### config.mk
export PLATFORM = sky130hd
export DESIGN_NAME = mtpc_ctrl
export DESIGN_NICKNAME = d
export VERILOG_FILES = /design/src/common/mtpc_pkg.sv /design/src/core/mtpc_ctrl.sv
export VERILOG_INCLUDE_DIRS = /design/src /design/src/common
export SDC_FILE = /design/constraint.sdc
export NUM_CORES = 1
export LEC_CHECK = 0
export BUFFER_PORTS_ARGS = -buffer_cell sky130_fd_sc_hd__buf_2
export CAP_MARGIN = 40
export CORE_MARGIN = 2
export CORE_UTILIZATION = 34
export CTS_BUF_LIST = sky130_fd_sc_hd__clkbuf_4 sky130_fd_sc_hd__clkbuf_8
export DETAILED_ROUTE_END_ITERATION = 8
export PLACE_DENSITY = 0.62
export SETUP_SLACK_MARGIN = 0.1
export SLEW_MARGIN = 10
export SYNTH_ARGS = -nofsm -noshare
export SYNTH_HDL_FRONTEND = slang
export SYNTH_SLANG_ARGS = --single-unit
### constraint.sdc
create_clock -name ref_clk -period 4.1 [get_ports ref_clk]
set_input_delay 0.615 -clock ref_clk [delete_from_list [all_inputs] [get_ports ref_clk]]
set_output_delay 0.615 -clock ref_clk [all_outputs]
set_load 0.05 [all_outputs]
### src/common/mtpc_params.svh
`ifndef MTPC_PARAMS_SVH
`define MTPC_PARAMS_SVH
// ==========================================
// Command codes
`define MTPC_CMD_READ 8'h00
`define MTPC_CMD_ERASE 8'h20
`define MTPC_CMD_ERASE_CHECK 8'hA0
`define MTPC_CMD_PROGRAM 8'h40
`define MTPC_CMD_PROGRAM_CHECK 8'hC0
`define MTPC_CMD_RESET 8'hFF
// ==========================================
// Times in their own units, clock in MHz
`define MTPC_CLK_MHZ 250
`define MTPC_RECOVERY_US 6
`define MTPC_PROGRAM_US 10
`define MTPC_ERASE_MS 100
// Least times round up; these are exact multiples of 4 ns
`define MTPC_RECOVERY_CYC (`MTPC_RECOVERY_US * `MTPC_CLK_MHZ)
`define MTPC_PROGRAM_CYC (`MTPC_PROGRAM_US * `MTPC_CLK_MHZ)
`define MTPC_ERASE_CYC (`MTPC_ERASE_MS * 1000 * `MTPC_CLK_MHZ)
// Strobe phase counts, each one less than the phase length in cycles: setup, low pulse, hold
`define MTPC_SETUP_CYC 4'h2
`define MTPC_PULSE_CYC 4'hF
`define MTPC_HOLD_CYC 4'h4
`define MTPC_READ_CYC 4'hF
`endif

### src/common/mtpc_pkg.sv
package mtpc_pkg;
  typedef enum logic [2:0] {
    MTPC_OP_READ = 3'b000,
    MTPC_OP_ERASE = 3'b001,
    MTPC_OP_ERASE_CHECK = 3'b010,
    MTPC_OP_PROGRAM = 3'b011,
    MTPC_OP_PROGRAM_CHECK = 3'b100,
    MTPC_OP_RESET = 3'b101
  } mtpc_op_t;
  typedef enum logic [2:0] {
    MTPC_ST_IDLE = 3'b000,
    MTPC_ST_SETUP = 3'b001,
    MTPC_ST_PULSE = 3'b010,
    MTPC_ST_HOLD = 3'b011,
    MTPC_ST_WAIT = 3'b100,
    MTPC_ST_READ = 3'b101
  } mtpc_state_t;
endpackage : mtpc_pkg

### src/core/mtpc_ctrl.sv
// Functional notes
// - Read mode is one write of 00h; device powers up in read mode.
// - Bulk erase is 20h written twice back to back, address ignored.
// - Erase check writes A0h with location, next read returns that byte.
// - Program is 40h then a write carrying location and byte.
// - Program check writes C0h, next read returns byte at held location.
// - Wait at least 10 us after program write before the next strobe.
// - Wait at least 100 ms after erase start before erase check strobe.
// - Wait at least 6 us after strobe rising edge before output enable.
`timescale 1ns/100ps
`default_nettype none
`include "mtpc_params.svh"
module mtpc_ctrl
  import mtpc_pkg::*;
#(
  parameter int ADDR_W = 17,
  parameter int RECOVERY_CYC = `MTPC_RECOVERY_CYC,
  parameter int PROGRAM_CYC = `MTPC_PROGRAM_CYC,
  parameter int ERASE_CYC = `MTPC_ERASE_CYC
) (
  input wire logic ref_clk,
  input wire logic reset,
  input wire logic req_valid,
  output logic req_ready,
  input wire logic [2:0] req_op,
  input wire logic [ADDR_W-1:0] req_addr,
  input wire logic [7:0] req_data,
  output logic rsp_valid,
  output logic [7:0] rsp_data,
  output logic [ADDR_W-1:0] mem_addr,
  output logic [7:0] mem_dq_out,
  output logic mem_dq_oe,
  input wire logic [7:0] mem_dq_in,
  output logic mem_chip_n,
  output logic mem_out_en_n,
  output logic mem_write_n
);
  // ==========================================
  // Pin input synchroniser
  logic [7:0] dq_meta;
  logic [7:0] dq_sync;
  always_ff @(posedge ref_clk) begin
    dq_meta <= mem_dq_in;
    dq_sync <= dq_meta;
  end

  // ==========================================
  // Sequencer state
  mtpc_state_t state;
  mtpc_state_t next_state;
  mtpc_op_t op;
  logic [3:0] phase_cnt;
  logic [31:0] wait_cnt;
  logic [31:0] recov_cnt;
  logic second;
  logic [7:0] cmd_byte;
  logic [7:0] dat_byte;
  logic [ADDR_W-1:0] addr_hold;

  // Command byte for each op; 2nd write of program carries the data byte
  function automatic logic [7:0] mtpc_code(input mtpc_op_t o);
    case (o)
      MTPC_OP_READ: mtpc_code = `MTPC_CMD_READ;
      MTPC_OP_ERASE: mtpc_code = `MTPC_CMD_ERASE;
      MTPC_OP_ERASE_CHECK: mtpc_code = `MTPC_CMD_ERASE_CHECK;
      MTPC_OP_PROGRAM: mtpc_code = `MTPC_CMD_PROGRAM;
      MTPC_OP_PROGRAM_CHECK: mtpc_code = `MTPC_CMD_PROGRAM_CHECK;
      default: mtpc_code = `MTPC_CMD_RESET;
    endcase
  endfunction : mtpc_code

  // Which ops write a second strobe, which end in a read
  // Read mode write is followed by one array read, else the mode could never be used
  wire two_writes = (op == MTPC_OP_ERASE) || (op == MTPC_OP_PROGRAM) || (op == MTPC_OP_RESET);
  wire ends_read = (op == MTPC_OP_READ) || (op == MTPC_OP_ERASE_CHECK) || (op == MTPC_OP_PROGRAM_CHECK);
  wire phase_done = (phase_cnt == 4'h0);
  wire recov_done = (recov_cnt == 32'h0);
  wire wait_done = (wait_cnt == 32'h0);
  wire [2:0] op_bits = req_op;
  // Codes 6 and 7 are dropped, so no undefined command byte reaches the device
  wire op_legal = (op_bits <= 3'h5);
  // Strobe may only open once program or erase minimum time has run out
  assign req_ready = (state == MTPC_ST_IDLE) && wait_done;

  // Next-state decode
  always_comb begin
    next_state = state;
    case (state)
      MTPC_ST_IDLE: if (req_valid && req_ready && op_legal) next_state = MTPC_ST_SETUP;
      MTPC_ST_SETUP: if (phase_done) next_state = MTPC_ST_PULSE;
      MTPC_ST_PULSE: if (phase_done) next_state = MTPC_ST_HOLD;
      MTPC_ST_HOLD: begin
        if (phase_done) begin
          if (two_writes && !second) next_state = MTPC_ST_SETUP;
          else if (ends_read) next_state = MTPC_ST_WAIT;
          else next_state = MTPC_ST_IDLE;
        end
      end
      MTPC_ST_WAIT: if (recov_done) next_state = MTPC_ST_READ;
      MTPC_ST_READ: if (phase_done) next_state = MTPC_ST_IDLE;
      default: next_state = MTPC_ST_IDLE;
    endcase
  end

  // Sequencer registers
  always_ff @(posedge ref_clk) begin
    if (reset) begin
      state <= MTPC_ST_IDLE;
      op <= MTPC_OP_READ;
      phase_cnt <= 4'h0;
      second <= 1'b0;
      cmd_byte <= 8'h00;
      dat_byte <= 8'h00;
      addr_hold <= '0;
    end else begin
      state <= next_state;
      if (state == MTPC_ST_IDLE && next_state == MTPC_ST_SETUP) begin
        op <= mtpc_op_t'(req_op);
        cmd_byte <= mtpc_code(mtpc_op_t'(req_op));
        dat_byte <= req_data;
        addr_hold <= req_addr;
        second <= 1'b0;
      end else if (state == MTPC_ST_HOLD && next_state == MTPC_ST_SETUP) begin
        second <= 1'b1;
        // Program's second write carries the byte; others repeat the code
        if (op == MTPC_OP_PROGRAM) cmd_byte <= dat_byte;
      end
      case (next_state)
        MTPC_ST_SETUP: phase_cnt <= (state == MTPC_ST_SETUP) ? phase_cnt - 4'h1 : `MTPC_SETUP_CYC;
        MTPC_ST_PULSE: phase_cnt <= (state == MTPC_ST_PULSE) ? phase_cnt - 4'h1 : `MTPC_PULSE_CYC;
        MTPC_ST_HOLD: phase_cnt <= (state == MTPC_ST_HOLD) ? phase_cnt - 4'h1 : `MTPC_HOLD_CYC;
        MTPC_ST_READ: phase_cnt <= (state == MTPC_ST_READ) ? phase_cnt - 4'h1 : `MTPC_READ_CYC;
        default: phase_cnt <= 4'h0;
      endcase
    end
  end

  // Minimum-time counters; only least times are kept, never a maximum
  always_ff @(posedge ref_clk) begin
    if (reset) begin
      wait_cnt <= 32'h0;
      recov_cnt <= 32'h0;
    end else begin
      if (state == MTPC_ST_HOLD && phase_done && second && op == MTPC_OP_PROGRAM)
        wait_cnt <= PROGRAM_CYC[31:0];
      else if (state == MTPC_ST_HOLD && phase_done && second && op == MTPC_OP_ERASE)
        wait_cnt <= ERASE_CYC[31:0];
      else if (!wait_done)
        wait_cnt <= wait_cnt - 32'h1;
      if (state == MTPC_ST_HOLD && phase_done)
        recov_cnt <= RECOVERY_CYC[31:0];
      else if (!recov_done)
        recov_cnt <= recov_cnt - 32'h1;
    end
  end

  // Pin drive; address and data steady across whole strobe
  always_ff @(posedge ref_clk) begin
    if (reset) begin
      mem_addr <= '0;
      mem_dq_out <= 8'h00;
      mem_dq_oe <= 1'b0;
      mem_chip_n <= 1'b1;
      mem_out_en_n <= 1'b1;
      mem_write_n <= 1'b1;
    end else begin
      mem_addr <= addr_hold;
      mem_dq_out <= cmd_byte;
      mem_dq_oe <= (next_state == MTPC_ST_SETUP) || (next_state == MTPC_ST_PULSE) || (next_state == MTPC_ST_HOLD);
      mem_chip_n <= (next_state == MTPC_ST_IDLE) || (next_state == MTPC_ST_WAIT);
      mem_write_n <= (next_state != MTPC_ST_PULSE);
      mem_out_en_n <= (next_state != MTPC_ST_READ);
    end
  end

  // Read result is sampled at end of the read window
  always_ff @(posedge ref_clk) begin
    if (reset) begin
      rsp_valid <= 1'b0;
      rsp_data <= 8'h00;
    end else begin
      rsp_valid <= (state == MTPC_ST_READ) && phase_done;
      if (state == MTPC_ST_READ && phase_done) rsp_data <= dq_sync;
    end
  end

  // Cycles since the write strobe was last low, saturating; starts as long ago
  logic [31:0] since_write;
  always_ff @(posedge ref_clk) begin
    if (reset) since_write <= 32'hFFFFFFFF;
    else if (!mem_write_n) since_write <= 32'h0;
    else if (since_write != 32'hFFFFFFFF) since_write <= since_write + 32'h1;
  end

  // ==========================================
  // Checks
  chk_recovery_gap: assert property (@(posedge ref_clk) disable iff (reset)
    $rose(mem_write_n) |-> mem_out_en_n [*8])
    else $error("output enable too soon after write");
  chk_program_wait: assert property (@(posedge ref_clk) disable iff (reset)
    (state == MTPC_ST_HOLD && phase_done && second && op == MTPC_OP_PROGRAM) |=> !req_ready [*8])
    else $error("program wait not kept");
  chk_no_contention: assert property (@(posedge ref_clk) disable iff (reset)
    !(mem_dq_oe && !mem_out_en_n))
    else $error("bus contention");
  chk_addr_stable: assert property (@(posedge ref_clk) disable iff (reset)
    (!mem_write_n && $past(!mem_write_n)) |-> $stable(mem_addr) && $stable(mem_dq_out))
    else $error("address or data moved under strobe");
  chk_strobe_select: assert property (@(posedge ref_clk) disable iff (reset)
    !mem_write_n |-> !mem_chip_n && mem_dq_oe)
    else $error("strobe without select");
  chk_read_answer: assert property (@(posedge ref_clk) disable iff (reset)
    (state == MTPC_ST_READ && phase_done) |=> rsp_valid)
    else $error("read answer missing");
  // Full recovery time is counted, not just a few cycles after the strobe
  chk_read_recovery: assert property (@(posedge ref_clk) disable iff (reset)
    $fell(mem_out_en_n) |-> (since_write >= RECOVERY_CYC[31:0]))
    else $error("read strobe inside write recovery");
endmodule : mtpc_ctrl
`default_nettype wire

# Word level (Yosys, flattened, before mapping)
# Cells that the tools add are included.
# classes
addsub	3
magnitude_cmp	1
eq_ne	24
muxes	23
reduce_logical	33
# op_table
operator	n
$logic_not 32->1	2
$sub 32x1->32 const B	2
$mux 25	2
$pmux 8 s5	1
$eq 3x2->1 const B	8
$mux 3	8
$mux 8	3
$mux 11	2
$eq 3x3->1 const B	7
$pmux 3 s6	1
$mux 4	4
$pmux 4 s4	1
$eq 3x1->1 const B	4
$logic_not 3->1	4
$mux 12	1
$logic_and 1x1->1	11
$logic_or 1x1->1	7
$reduce_or 2->1	3
$logic_not 4->1	1
$ne 2x1->1 const B	2
$reduce_bool 2->1	2
$sub 4x1->4 const B	1
$le 3x3->1 const B	1
$ne 3x1->1 const B	1
other kinds (5)	5
# word_totals
reg_bits	162
output_inout_bits	39

# Logic depth before layout (Yosys ltp)
# depth
ltp_word	11
depth_mapped	10
ltp_nobuf	8

# Least setup slack after synthesis
# No wires, ideal clock.
# synth_timing
kind	reg-to-output
from	register wait_cnt[14]
to	output port req_ready
arrival_ps	2987
required_ps	3485
slack_ps	498
path_stages_with_launch	6
path_cell_list	dfxtp_1 > nor4_1 > nand3_1 > or2_2 > clkbuf_1 > nor4bb_1
# synth_between
elab_chain_cells	2
# synth_rtl
element	line_no	text
from (decl)	mtpc_ctrl.sv:53	logic [31:0] wait_cnt;
from (signal assigned)	mtpc_ctrl.sv:145	wait_cnt <= PROGRAM_CYC[31:0];
from (signal assigned)	mtpc_ctrl.sv:147	wait_cnt <= ERASE_CYC[31:0];
from (signal assigned)	mtpc_ctrl.sv:149	wait_cnt <= wait_cnt - 32'h1;
$logic_not 32->1	mtpc_ctrl.sv:78	wire wait_done = (wait_cnt == 32'h0);
$logic_and 1x1->1	mtpc_ctrl.sv:83	assign req_ready = (state == MTPC_ST_IDLE) && wait_done;
to (decl)	mtpc_ctrl.sv:24	output logic req_ready,
# Every way passes these cells.

# Worst setup path after layout
# Same ends and word-level chain as after synthesis.

==> impl_metrics.env <==
export IMPL_multiInputGateArea_mm2=0.002849
export IMPL_hold_path_class="in -> reg"
export IMPL_cts_root_buffer="clkbuf_8"
export IMPL_grt_max_degree=76
export IMPL_ant_nets=0
export IMPL_antennaDiodeCount=0
export IMPL_leakage_nw=2.927
export IMPL_grt_overflow=0
export IMPL_tns_ps=0
export IMPL_cp_max_fo=9
export IMPL_async_flop_share_pct=0
export IMPL_period_minus_slack_ps=3291
export IMPL_setup_violations=0
export IMPL_io_buffers=77
export IMPL_clk_latency_ps=450
export IMPL_cts_hold_buf=0
export IMPL_fin_crit_sh_pct=80.26
export IMPL_cts_buffers=17
export IMPL_required_ps=3480
export IMPL_cts_resized=0
export IMPL_instances_no_fill=998
export IMPL_syn_inst=692
export IMPL_grt_pass1_vias=4507
export IMPL_p_clk_share_pct=20.5
export IMPL_groute_usage_overall_pct=13.05
export IMPL_dp_hpwl_um=8106
export IMPL_finalWeightedCongestion=0.7789
export IMPL_cts_buffer_depth=2
export IMPL_ys_seq_area_share_pct=51.61
export IMPL_placed_cell_area_mm2=0.006865
export IMPL_clock_sinks=162
export IMPL_p_sw_share_pct=39.52
export IMPL_power_internal_mw=3.138
export IMPL_hold_violations=0
export IMPL_wl_met3_um=501
export IMPL_synth_top_flop_cell="dfxtp_1"
export IMPL_drt_total_wl_um=12150
export IMPL_start_util_pct=34.86
export IMPL_viasPerCell=4.767
export IMPL_slew_violations=0
export IMPL_syn_area_per_cell_um2=9.080
export IMPL_die_y_um=139.9
export IMPL_tightestPinTransition_ps=885.4
export IMPL_seq_power_share_pct=40.6
export IMPL_drt_met1_wl_um=5899
export IMPL_synth_seq_cells=162
export IMPL_p_switching_mw=2.050
export IMPL_die_width_um=139.9
export IMPL_vias=4757
export IMPL_nets=800
export IMPL_worstSetupEndpointType="output pin"
export IMPL_slew_headroom_pct=40.52
export IMPL_rsz0062_at_grt="false"
export IMPL_wl_met2_um=5642
export IMPL_seq_area_mm2=0.003243
export IMPL_maxUsedRoutingLayer="met4"
export IMPL_dp_slack_ps=1170
export IMPL_path_class="reg -> out"
export IMPL_grt_pass1_wl_um=21230
export IMPL_clk_pin_slew_ps=90
export IMPL_setup_slack_ps=809.3
export IMPL_max_freq_mhz=303.9
export IMPL_p_per_area_mw_per_mm2=717.5
export IMPL_max_cap_violations=0
export IMPL_pin_count=78
export IMPL_post_cts_buffers=0
export IMPL_drive_gt1_share_pct=16.78
export IMPL_core_region_area_mm2=0.01802
export IMPL_synth_edf_count=0
export IMPL_rows=49
export IMPL_dieArea_mm2=0.01958
export IMPL_ys_types=49
export IMPL_irDropWorstVdd_uv=323.0
export IMPL_area_growth_pct=15.07
export IMPL_synth_net_count=736
export IMPL_routedWlPerCell_um=12.17
export IMPL_yosysWarnings=0
export IMPL_dr_pass1_iters=4
export IMPL_cts_tree="yes"
export IMPL_worstSetupStartpointType="register"
export IMPL_pwr_share_comb_pct=38.9
export IMPL_finalInstanceArea_mm2=0.007231
export IMPL_drc=0
export IMPL_drtIter0Drc=277
export IMPL_skew_ps=15.62
export IMPL_fillCellCount=1825
export IMPL_place_inst=966
export IMPL_arrival_ps=2680
export IMPL_synth_area_mm2=0.006284
export IMPL_grt_antenna_before_repair=0
export IMPL_status="completed"
export IMPL_h_tree_depth=4
==> worst max-delay path, stage by stage (launching register included) <==
cell and delay [ps]:
dfxtp_1 360, nor4_1 540, nand3_1 240, or2_2 410
nor4bb_1 350, buf_2 330
==> registers in the layout, summed over array words and instances, names as in the netlist <==
| name | count |
|---|---|
| dat_byte | 8 |
| phase_cnt | 4 |
| mem_write_n | 1 |
| recov_cnt | 32 |
| mem_chip_n | 1 |
| wait_cnt | 32 |
| mem_addr | 17 |
| mem_dq_oe | 1 |
| cmd_byte | 8 |
| addr_hold | 17 |
| mem_out_en_n | 1 |
| rsp_data | 8 |
| mem_dq_out | 8 |
| dq_sync | 8 |
| second | 1 |
| op | 3 |
| state | 3 |
| rsp_valid | 1 |
| dq_meta | 8 |
==> power by group through the flow <==
| stage | Combinational (mW) | Clock [mW] | Sequential (mW) |
|---|---|---|---|
| floorplan | 1.58 | 0 | 2.18 |
| global placement | 2.01 | 0 | 2.13 |
| detailed placement | 2.02 | 0 | 2.13 |
| CTS | 2.03 | 1.11 | 2.10 |
| global route | 2.31 | 1.17 | 2.16 |
| finish | 2.02 | 1.06 | 2.11 |
==> path summary, 6_finish.rpt <==
path | startpoint | slack, ps | depth (start not counted) | endpoint
worst max register to register | recov_cnt[22] | 1210 | 6 | recov_cnt[3]
worst max-delay path | wait_cnt[14] | 810 | 5 | req_ready
worst min register to register | dq_meta[3] | 330 | 0 | dq_sync[3]
worst min-delay path | mem_dq_in[7] | 260 | 1 | dq_meta[7]
==> cell usage in the layout (no fill, tap or decap), drive strengths merged, types with 4 or more instances in the layout <==
cell and count:
nor3 22, clkbuf 18, nand4b 8, nand2 73, nand3 15, ha 5, xnor2 27, and3 4
nand4 14, o21ai 14, clkinv 4, dfxtp 162, or3 6, a21oi 62, inv 16, nor2b 32
nand2b 10, a211oi 9, nor4 15, or4 12, a31oi 4, mux2i 15, nor2 74, buf 86
xor2 32
==> cell type report <==
cell class	count	share of cell area [%]
flip-flops and latches	162	44.85
clock buffers	18	3.426
well taps	229	3.963
clock inverters	14	1.627
inverters	9	0.4672
repair buffers	86	6.264
multi-input cells	480	39.40
==> stage by stage <==
| stage | util, % | hold slack (ps) | total power [mW] |
|---|---|---|---|
| after detailed placement | 38.09 | 312.1 | 4.156 |
| after global placement | 38.05 | 310.1 | 4.148 |
| after floorplan | - | 309.6 | 3.763 |
| after global routing | 40.12 | 223.4 | 5.636 |
| final | 40.12 | 260.4 | 5.188 |
| after CTS | 40.12 | 226.9 | 5.241 |
==> cells by family (layout without fill, tap and decap cells) <==
logic type      after synthesis  after routing  synth area share (%)
compound gates              101            101                 9.359
fa+ha+maj                     5              5                0.9956
xor+xnor                     59             59                 8.224
buf+inv                      50            127                 3.046
simple gates                299            299                 24.19
flops                       162            162                 51.61
mux                          16             16                 2.569
==> per-layer routing <==
layer,global-route usage (%),vias to the layer above
met5,0,-
met4,4.579,0
met3,3.726,6
met2,20.74,80
met1,17.05,2173
li1,-,2498
==> cells in the mapped netlist (2+ instances only) <==
master	count	area, um^2
nand3_1	15	75.07
clkbuf_1	37	138.9
mux2i_1	15	150.1
nor3_1	22	110.1
nor2b_1	32	200.2
xnor2_1	27	236.5
o21ai_0	12	60.06
a21o_1	2	15.01
nand3b_1	3	22.52
a31oi_1	4	25.02
buf_2	3	15.01
and3_1	4	25.02
nand2b_1	10	62.56
nand2_1	73	274.0
dfxtp_1	162	3243
nand4b_1	8	70.07
nor2_1	73	274.0
or2_2	2	12.51
ha_1	5	62.56
or4_1	12	90.09
or3_1	6	37.54
nand4_1	14	87.58
o31ai_1	2	15.01
a21oi_1	62	310.3
xor2_1	32	280.3
nor4_1	15	93.84
inv_1	9	33.78
and2_1	2	12.51
a211oi_1	7	52.55
a211oi_2	2	25.02
nor4b_1	2	17.52
No activity file was read; power rests on OpenSTA's default activity.
